--- src/rtl/modem_port_params.svh ---
// Offsets, field positions and used-bit masks for the modem port and status-change block
`ifndef MODEM_PORT_PARAMS_SVH
`define MODEM_PORT_PARAMS_SVH
`define MP_OFF_CTRL        9'h080
`define MP_OFF_EVENT       9'h0f0
`define MP_OFF_MASK        9'h0f4
`define MP_OFF_PRESENT     9'h0f8
`define MP_OFF_FORCE       9'h0fc
`define MP_CHIPSET_LAST    9'h00f
`define MP_FUNC_BASE       9'h080
`define MP_CIS_BASE        9'h100
`define MP_IRQ_BIT         15
`define MP_WAKE_BIT        14
`define MP_GENERAL_WAKE_MASK_BIT_BIT       4
`define MP_CTRL_RST_BIT    0
`define MP_CTRL_CSM_BIT    1
`define MP_MASK_USED       32'h0000_c010
`define MP_EVENT_USED      32'h0000_8010
`define MP_CTRL_USED       32'h0000_0003
`define MP_CIS_WORDS       64
`endif

--- src/rtl/modem_port_pkg.sv ---
// Types shared by the modem port and status-change block
package modem_port_pkg;
    typedef enum logic [1:0] {
        SPACE_NONE,
        SPACE_MEM,
        SPACE_IO
    } space_t;

    typedef struct packed {
        logic        valid;
        space_t      space;
        logic        write;
        logic [8:0]  offset;
        logic [3:0]  byte_en;
        logic [31:0] wdata;
    } host_req_t;

    typedef struct packed {
        logic        valid;
        logic        write;
        logic [3:0]  addr;
        logic [7:0]  wdata;
    } modem_cyc_t;

    typedef enum logic [1:0] {
        DEC_CHIPSET,
        DEC_FUNC,
        DEC_CIS,
        DEC_NONE
    } decode_t;
endpackage

--- src/rtl/modem_port_and_status_change.sv ---
// Modem window decode, modem cycle forwarding and CardBus status-change registers
//
// Functional notes
// - Forward window accesses onto four-bit modem bus
// - Offsets 0..F external, 80..FF internal registers
// - Offsets 100..1FF return loaded card information
// - Control: bit0 modem reset, bit1 central-site
// - Event F0, mask F4, present F8, force FC
// - 0..7 mimic port, 8..F resource port
// - I/O window cycles are single bytes only
// - I/O: top line low, low lines offset
// - Status-change registers act in CardBus mode only
// - Only interrupt and wake event bits exist
// - Status-change registers reset by alternate reset
// - Mask bit 15 clear suppresses modem interrupt
// - Interrupt needs mask and control block enable
// - Mask ignored for interrupt until host writes
// - Mask bit 14 clear blocks wake status change, not PME
// - Wake mask conditioned on general wake bit
// - Mask bits 31..16 reserved, read zero
// - Status change: wake and general, or PME
// - Present bit 15 mirrors modem interrupt pin
// - Present bit 4 mirrors inverted ring pin
`timescale 1ns/1ps
`include "modem_port_params.svh"

module modem_port_and_status_change #(
    parameter int CIS_WORDS = `MP_CIS_WORDS
) (
    input  wire logic                     i_mclk,
    input  wire logic                     i_resetn,
    input  wire logic                     i_alt_powerup_reset_n,
    input  wire logic                     i_cardbus_mode,
    input  wire logic                     i_scb_modem_irq_en,
    input  wire logic                     i_pme_enable,
    input  wire modem_port_pkg::host_req_t i_req,
    input  wire logic                     i_cis_load_valid,
    input  wire logic [5:0]               i_cis_load_index,
    input  wire logic [31:0]              i_cis_load_data,
    input  wire logic                     i_modem_irq_input,
    input  wire logic                     i_modem_ring_input_n,
    input  wire logic                     i_modem_done,
    input  wire logic [7:0]               i_modem_rdata,
    output logic                          o_ack,
    output logic [31:0]                   o_rdata,
    output modem_port_pkg::modem_cyc_t    o_modem_cyc,
    output logic                          o_modem_rst,
    output logic                          o_central_site_mode,
    output logic                          o_inta_req,
    output logic                          o_cstschg
);
    import modem_port_pkg::*;

    typedef enum logic [1:0] {
        ST_IDLE,
        ST_MODEM,
        ST_DONE
    } state_t;

    // Window decode, used for both the bus response and the register writes
    function automatic decode_t decode_offset(input logic [8:0] off);
        if (off <= `MP_CHIPSET_LAST) begin
            return DEC_CHIPSET;
        end else if (off >= `MP_CIS_BASE) begin
            return DEC_CIS;
        end else if (off >= `MP_FUNC_BASE) begin
            return DEC_FUNC;
        end
        return DEC_NONE;
    endfunction

    // Lowest enabled byte lane; I/O cycles move only that single byte
    function automatic logic [1:0] first_lane(input logic [3:0] be);
        if (be[0]) begin
            return 2'h0;
        end else if (be[1]) begin
            return 2'h1;
        end else if (be[2]) begin
            return 2'h2;
        end
        return 2'h3;
    endfunction

    // Pin synchronisers: pins come from the modem, outside our clock
    logic [1:0] irq_sync_reg, irq_sync_next;
    logic [1:0] ring_sync_reg, ring_sync_next;
    logic [1:0] alt_powerup_reset_n_sync_reg, alt_powerup_reset_n_sync_next;

    always_comb begin
        irq_sync_next    = {irq_sync_reg[0], i_modem_irq_input};
        ring_sync_next   = {ring_sync_reg[0], i_modem_ring_input_n};
        alt_powerup_reset_n_sync_next = {alt_powerup_reset_n_sync_reg[0], i_alt_powerup_reset_n};
    end

    // No bus reset here: it would fake a pin edge or clear status-change state
    always_ff @(posedge i_mclk) begin
        irq_sync_reg    <= irq_sync_next;
        ring_sync_reg   <= ring_sync_next;
        alt_powerup_reset_n_sync_reg <= alt_powerup_reset_n_sync_next;
    end

    wire logic irq_pin    = irq_sync_reg[1];
    wire logic ring_pin   = ~ring_sync_reg[1];
    wire logic alt_rst_n  = alt_powerup_reset_n_sync_reg[1];

    // Card information structure, filled from the serial configuration memory
    logic [31:0] cis_mem [CIS_WORDS];

    always_ff @(posedge i_mclk) begin
        if (i_cis_load_valid) begin
            cis_mem[i_cis_load_index] <= i_cis_load_data;
        end
    end

    // Present state: live view of the modem pins
    logic [31:0] present;

    always_comb begin
        present                = 32'h0;
        present[`MP_IRQ_BIT]   = irq_pin;
        present[`MP_GENERAL_WAKE_MASK_BIT_BIT] = ring_pin;
    end

    // Bus sequencer and status-change registers
    state_t      state_reg, state_next;
    modem_cyc_t  cyc_reg, cyc_next;
    logic [31:0] rdata_reg, rdata_next;
    logic [1:0]  ctrl_reg, ctrl_next;
    logic [31:0] event_reg, event_next;
    logic [31:0] mask_reg, mask_next;
    logic        mask_written_reg, mask_written_next;
    logic [1:0]  lane_reg, lane_next;
    logic        irq_edge_reg, irq_edge_next;
    logic        ring_edge_reg, ring_edge_next;

    decode_t    dec;
    logic       sc_wr;
    logic [31:0] wmask;
    logic [1:0] lane;
    logic [31:0] ev_set;

    always_comb begin
        state_next        = state_reg;
        cyc_next          = cyc_reg;
        rdata_next        = rdata_reg;
        ctrl_next         = ctrl_reg;
        event_next        = event_reg;
        mask_next         = mask_reg;
        mask_written_next = mask_written_reg;
        lane_next         = lane_reg;
        irq_edge_next     = irq_pin;
        ring_edge_next    = ring_pin;
        dec               = decode_offset(i_req.offset);
        lane              = first_lane(i_req.byte_en);
        wmask             = {{8{i_req.byte_en[3]}}, {8{i_req.byte_en[2]}},
                             {8{i_req.byte_en[1]}}, {8{i_req.byte_en[0]}}};
        sc_wr             = 1'b0;
        ev_set            = 32'h0;
        o_ack             = 1'b0;

        // Pin rising edges record events regardless of masks
        ev_set[`MP_IRQ_BIT]   = irq_pin & ~irq_edge_reg;
        ev_set[`MP_GENERAL_WAKE_MASK_BIT_BIT] = ring_pin & ~ring_edge_reg;

        case (state_reg)
            ST_IDLE: begin
                if (i_req.valid && i_req.space == SPACE_IO) begin
                    // Single byte at the lowest lane, top line held low
                    cyc_next.valid = 1'b1;
                    cyc_next.write = i_req.write;
                    cyc_next.addr  = {1'b0, i_req.offset[2:0]};
                    cyc_next.wdata = i_req.wdata[8*lane +: 8];
                    lane_next      = lane;
                    state_next     = ST_MODEM;
                end else if (i_req.valid && i_req.space == SPACE_MEM) begin
                    case (dec)
                        DEC_CHIPSET: begin
                            cyc_next.valid = 1'b1;
                            cyc_next.write = i_req.write;
                            cyc_next.addr  = i_req.offset[3:0];
                            cyc_next.wdata = i_req.wdata[8*lane +: 8];
                            lane_next      = lane;
                            state_next     = ST_MODEM;
                        end
                        DEC_CIS: begin
                            rdata_next = cis_mem[i_req.offset[7:2]];
                            state_next = ST_DONE;
                        end
                        DEC_FUNC: begin
                            sc_wr      = i_req.write;
                            state_next = ST_DONE;
                            case ({i_req.offset[8:2], 2'b00})
                                `MP_OFF_CTRL: begin
                                    rdata_next = {30'h0, ctrl_reg};
                                    if (i_req.write) begin
                                        ctrl_next = (i_req.wdata[1:0] & wmask[1:0]) |
                                                    (ctrl_reg & ~wmask[1:0]);
                                    end
                                end
                                `MP_OFF_EVENT:   rdata_next = event_reg;
                                `MP_OFF_MASK:    rdata_next = mask_reg;
                                `MP_OFF_PRESENT: rdata_next = present;
                                default:         rdata_next = 32'h0; // Force is write-only
                            endcase
                        end
                        default: begin
                            rdata_next = 32'h0; // Unused offsets read zero
                            state_next = ST_DONE;
                        end
                    endcase
                end
            end
            ST_MODEM: begin
                // Hold the modem cycle until the chipset completes it
                if (i_modem_done) begin
                    cyc_next.valid = 1'b0;
                    rdata_next     = 32'h0;
                    rdata_next[8*lane_reg +: 8] = i_modem_rdata;
                    state_next     = ST_DONE;
                end
            end
            ST_DONE: begin
                o_ack      = 1'b1;
                state_next = ST_IDLE;
            end
            default: state_next = ST_IDLE;
        endcase

        // Status-change writes, only honoured in CardBus mode
        if (sc_wr && i_cardbus_mode) begin
            case ({i_req.offset[8:2], 2'b00})
                `MP_OFF_EVENT: begin
                    event_next = event_reg & ~(i_req.wdata & wmask & `MP_EVENT_USED);
                end
                `MP_OFF_MASK: begin
                    mask_next = ((i_req.wdata & wmask) | (mask_reg & ~wmask))
                                & `MP_MASK_USED;
                    mask_written_next = 1'b1;
                end
                `MP_OFF_FORCE: begin
                    ev_set = ev_set | (i_req.wdata & wmask);
                end
                default: ;
            endcase
        end
        // Set wins over a simultaneous clear
        if (i_cardbus_mode) begin
            event_next = event_next | (ev_set & `MP_EVENT_USED);
        end
    end

    always_ff @(posedge i_mclk) begin
        if (!i_resetn) begin
            state_reg     <= ST_IDLE;
            cyc_reg       <= '0;
            rdata_reg     <= 32'h0;
            ctrl_reg      <= 2'h0;
            lane_reg      <= 2'h0;
        end else begin
            state_reg     <= state_next;
            cyc_reg       <= cyc_next;
            rdata_reg     <= rdata_next;
            ctrl_reg      <= ctrl_next;
            lane_reg      <= lane_next;
        end
    end

    // Status-change state survives the bus reset; only the power-up reset clears it
    always_ff @(posedge i_mclk) begin
        if (!alt_rst_n) begin
            event_reg        <= 32'h0;
            mask_reg         <= 32'h0;
            mask_written_reg <= 1'b0;
            irq_edge_reg     <= irq_pin;  // Follow the pin so release fakes no edge
            ring_edge_reg    <= ring_pin;
        end else begin
            event_reg        <= event_next;
            mask_reg         <= mask_next;
            mask_written_reg <= mask_written_next;
            irq_edge_reg     <= irq_edge_next;
            ring_edge_reg    <= ring_edge_next;
        end
    end

    // Interrupt and status-change outputs
    logic irq_gate;
    logic inta_reg, cstschg_reg;

    always_comb begin
        irq_gate = mask_reg[`MP_IRQ_BIT] | ~mask_written_reg | ~i_cardbus_mode;
    end

    always_ff @(posedge i_mclk) begin
        if (!i_resetn) begin
            inta_reg    <= 1'b0;
            cstschg_reg <= 1'b0;
        end else begin
            inta_reg    <= irq_pin & irq_gate & i_scb_modem_irq_en;
            cstschg_reg <= i_cardbus_mode &
                           ((event_reg[`MP_GENERAL_WAKE_MASK_BIT_BIT] & mask_reg[`MP_WAKE_BIT] &
                             mask_reg[`MP_GENERAL_WAKE_MASK_BIT_BIT]) | i_pme_enable);
        end
    end

    assign o_modem_cyc         = cyc_reg;
    assign o_rdata             = rdata_reg;
    assign o_modem_rst         = ctrl_reg[`MP_CTRL_RST_BIT];
    assign o_central_site_mode = ctrl_reg[`MP_CTRL_CSM_BIT];
    assign o_inta_req          = inta_reg;
    assign o_cstschg           = cstschg_reg;
endmodule

--- config.mk ---
export PLATFORM = sky130hd
export DESIGN_NAME = modem_port_and_status_change
export DESIGN_NICKNAME = d
export VERILOG_FILES = /design/src/rtl/modem_port_pkg.sv /design/src/rtl/modem_port_and_status_change.sv
export VERILOG_INCLUDE_DIRS = /design/src /design/src/rtl
export SDC_FILE = /design/constraint.sdc
export NUM_CORES = 2
export LEC_CHECK = 0
export BUFFER_PORTS_ARGS = -buffer_cell sky130_fd_sc_hd__buf_2
export CORE_MARGIN = 4
export CORE_UTILIZATION = 40
export CTS_BUF_LIST = sky130_fd_sc_hd__clkbuf_2
export CTS_CLUSTER_SIZE = 8
export DETAILED_ROUTE_END_ITERATION = 6
export HOLD_SLACK_MARGIN = 0.15
export PLACE_DENSITY = 0.65
export SLEW_MARGIN = 0
export SYNTH_ARGS = -nofsm -noshare
export SYNTH_HDL_FRONTEND = slang
export SYNTH_SLANG_ARGS = --single-unit
--- constraint.sdc ---
create_clock -name i_mclk -period 6.2 [get_ports i_mclk]
set_clock_uncertainty 0.1 [all_clocks]
set_input_delay 0.31 -clock i_mclk [delete_from_list [all_inputs] [get_ports i_mclk]]
set_output_delay 0.31 -clock i_mclk [all_outputs]
set_load 0.05 [all_outputs]
==> out/results.ini <==
[worst_hold_path]
min_to=ring_sync_reg[1]$_DFF_P_
worstHoldStart=ring_sync_reg[0]$_DFF_P_
hold-path-cell-count=0
holdCritPathClass=flop to flop

[floorplanning]
die_area_um2=212000
die_w_um=460
pin_count=156
start_util=0.403
die_y_um=460
rows=165
core_region_area_um2=203000

[synthesis]
yosys-top-cells-count=edfxtp_1 (2048), mux4_2 (454), mux2i_1 (310)
synth-edff-count=2048
syn_area_per_cell_um2=21.3
synthFlopType=edfxtp_1
synthTopCellsByArea=edfxtp_1 (75%), mux4_2 (13%), mux2i_1 (3.8%), dfxtp_1 (1.7%), a22oi_1 (0.62%)
netlist_area_um2=81700
synthesis.nets=3947
seq_area_frac_synth=0.769
synth_cells=3838
synth_most_common_cell=edfxtp_1
yosys.area.top_type=edfxtp_1
synth.distinct_cells=62
synth_top_area_frac=0.753
yosys_warnings=0
synthArstFlopShare=0
synth-seq-cells=2116

[timing]
final-max-slew-violation-count=0
rsz0062_at_grt=no
max_freq_ghz=0.185
worst_pin_slew_ns=1.27
setup_viol_count_final=0
slew_headroom=0.146
fin_crit_sh=0.870
hold_violations=0
fin_crit_ns=5.39
holdWs_ns=0.238
final.setup.tns_ns=0

[power_and_ir_drop]
ir_worst_vdd_mv=0.197
combPwrFrac=0.069
p_per_area_nw_per_um2=283
swShare=0.249
p_leak_nw=31.8
p_int_w=0.0201
clkPwrFrac=0.341
seqPwrFrac=0.590
p_sw_w=0.00667

[clock_tree]
insertion_delay_ns=1.82
cts.path.max_buffers=4
clk_pin_slew_ns=0.09
cts_made_buffers=543
cts_sinks=2116
cts_tree=yes
htree_num_levels=6
cts-root-buf=clkbuf_2

[critical_path]
worst_ep_required_time_ns=7.77
cp.arrival_ns=6.96
timing.rr.end=o_rdata[22]$_SDFFE_PN0P_
critPathBufInv=8
cp_top_family=buffers and inverters
critPathKind=input port to flop
crit_chain=dlygate4sd3_1 -> dlygate4sd3_1 -> buf_4 -> dlygate4sd3_1 -> buf_4 -> nand4_1 -> nor4_2 -> dlygate4sd3_1 -> and2_1 -> nand2_1 -> mux2i_1 -> dlygate4sd3_1 -> nor2_1 -> dlygate4sd3_1
ff2ff_setup_slack_ns=1.46
reg2reg_depth=8
worst_setup_path_start_kind=input port
cp_slowest_cell=dlygate4sd3_1
end_kind=flop
r2r-start=state_reg[1]$_SDFFE_PN0P_
critPathMaxFanout=35
slowest_delay_ns=1.26
cp_common_cell=dlygate4sd3_1

[layout]
fin_nets=4934
drive_gt1_frac=0.328
largest_reg_flops=2048
top_register=cis_mem
area_delta_synth_final_pct=16.1
fill_cells=17000
fin_area_um2=94900
instances_no_fill=7872
final_core_util=0.468

[grt]
grt_max_degree=117
antenna_found_initial=23
grt_pass1_vias=46100
grt_overflow_total=0
grt_pass1_wl_mm=327
grt_use_total=0.217

[detailed_routing]
viasPerCell=5.72
wl_met3_mm=23.5
top_layer=met5
drc=0
wl_met2_mm=113
routedWlPerCell_um=29.5
postRouteWirelength_mm=232
dr.first_iter.drc_count=5875
num_vias=45000
first_pass_iters=5
postRouteAntennaNets=0
met1Wirelength_mm=87.7

[place]
dp_cells=6594
dpl_cell_area_um2=86300
hpwlAfterDp_mm=118
gp_congestion=0.783
io_buffers=154

[run_status]
run_status=completed

[job]
maxCapViolCount=0

==> worst max-delay path by stage <==
stage / start / endpoint / slack (ns) / cells after the start
after floorplan: i_cis_load_index[3] / cis_mem[48][0]$_DFFE_PP_ / 2.60 / 4
after global placement: i_req[38] / o_rdata[13]$_SDFFE_PN0P_ / 2.17 / 7
after detailed placement: i_req[38] / o_rdata[13]$_SDFFE_PN0P_ / 2.14 / 7
after CTS: i_req[40] / flop / 1.16 / 14
after global routing: i_req[40] / flop / 0.84 / 14
final: i_req[40] / flop / 0.81 / 14
==> cells in the final DEF (no fill, tap or decap), types with 4 or more instances in the layout <==
master	instances
a211oi_1	26
a21oi_1	54
a221oi_1	9
a22oi_1	67
a31oi_1	33
and2_1	6
buf_12	14
buf_16	19
buf_2	150
buf_4	134
bufinv_16	7
clkbuf_2	793
clkinv_1	77
clkinv_2	10
dfxtp_1	68
diode_2	17
dlygate4sd3_1	333
edfxtp_1	2048
ha_1	4
inv_1	7
inv_2	18
mux2_2	11
mux2i_1	310
mux4_2	454
nand2_1	115
nand2b_1	16
nand3_1	50
nand3b_1	5
nand4_1	4
nor2_1	39
nor2_4	63
nor2b_1	20
nor3_1	8
o211a_1	9
o211ai_1	16
o21ai_0	81
o22ai_1	41
o31ai_1	4
==> repair_timing <==
action | 4_1_cts | 5_1_grt
hold buffers | 358 | 0
resized for setup | 0 | 0
setup buffers | 0 | 0
hold endpoints to repair | 4159 | 0
==> final cells by class <==
| type | count | area [um2] | area share |
|---|---|---|---|
| Clock buffer | 793 | 3970 | 0.0418 |
| Inverter | 9 | 33.8 | 0.000356 |
| Clock inverter | 110 | 609 | 0.00642 |
| Timing Repair Buffer | 653 | 5940 | 0.0626 |
| Tap cell | 2672 | 3340 | 0.0352 |
| Multi-Input combinational cell | 1502 | 18100 | 0.191 |
| Antenna cell | 17 | 42.5 | 0.000448 |
| Sequential cell | 2116 | 62900 | 0.662 |
==> kinds of logic (layout without fill, tap and decap cells) <==
kind of cell / after synthesis / count (layout) / share of synthesized area
multiplexers: 776 / 776 / 0.165
AND/OR/NAND/NOR: 360 / 360 / 0.0207
other: 0 / 17 / 0
buffers and inverters: 220 / 1565 / 0.0159
adder cells (fa/ha/maj): 4 / 4 / 0.000612
AO/OA/AOI/OAI: 362 / 362 / 0.0286
flip-flops: 2116 / 2116 / 0.769
==> power by group through the flow <==
stage,clock network [W],registers [W],logic (W)
after floorplan,0,0.0162,0.000834
after global placement,0,0.0161,0.00155
after detailed placement,0,0.0161,0.00157
after CTS,0.00932,0.0158,0.00184
after global routing,0.0101,0.0158,0.00193
final,0.00914,0.0158,0.00185
==> layer usage <==
metal	global-route usage	up-vias
li1	-	18400
met1	0.286	23500
met2	0.350	2632
met3	0.0516	510
met4	0.0861	4
met5	0	-
==> metrics by stage <==
step,total power [W],setup WS (ns)
floorplan,0.0170,2.60
global placement,0.0177,2.17
detailed placement,0.0177,2.14
CTS,0.0270,1.16
global route,0.0279,0.843
finish,0.0268,0.807
Note: power is estimated with default switching activity, not from simulation.
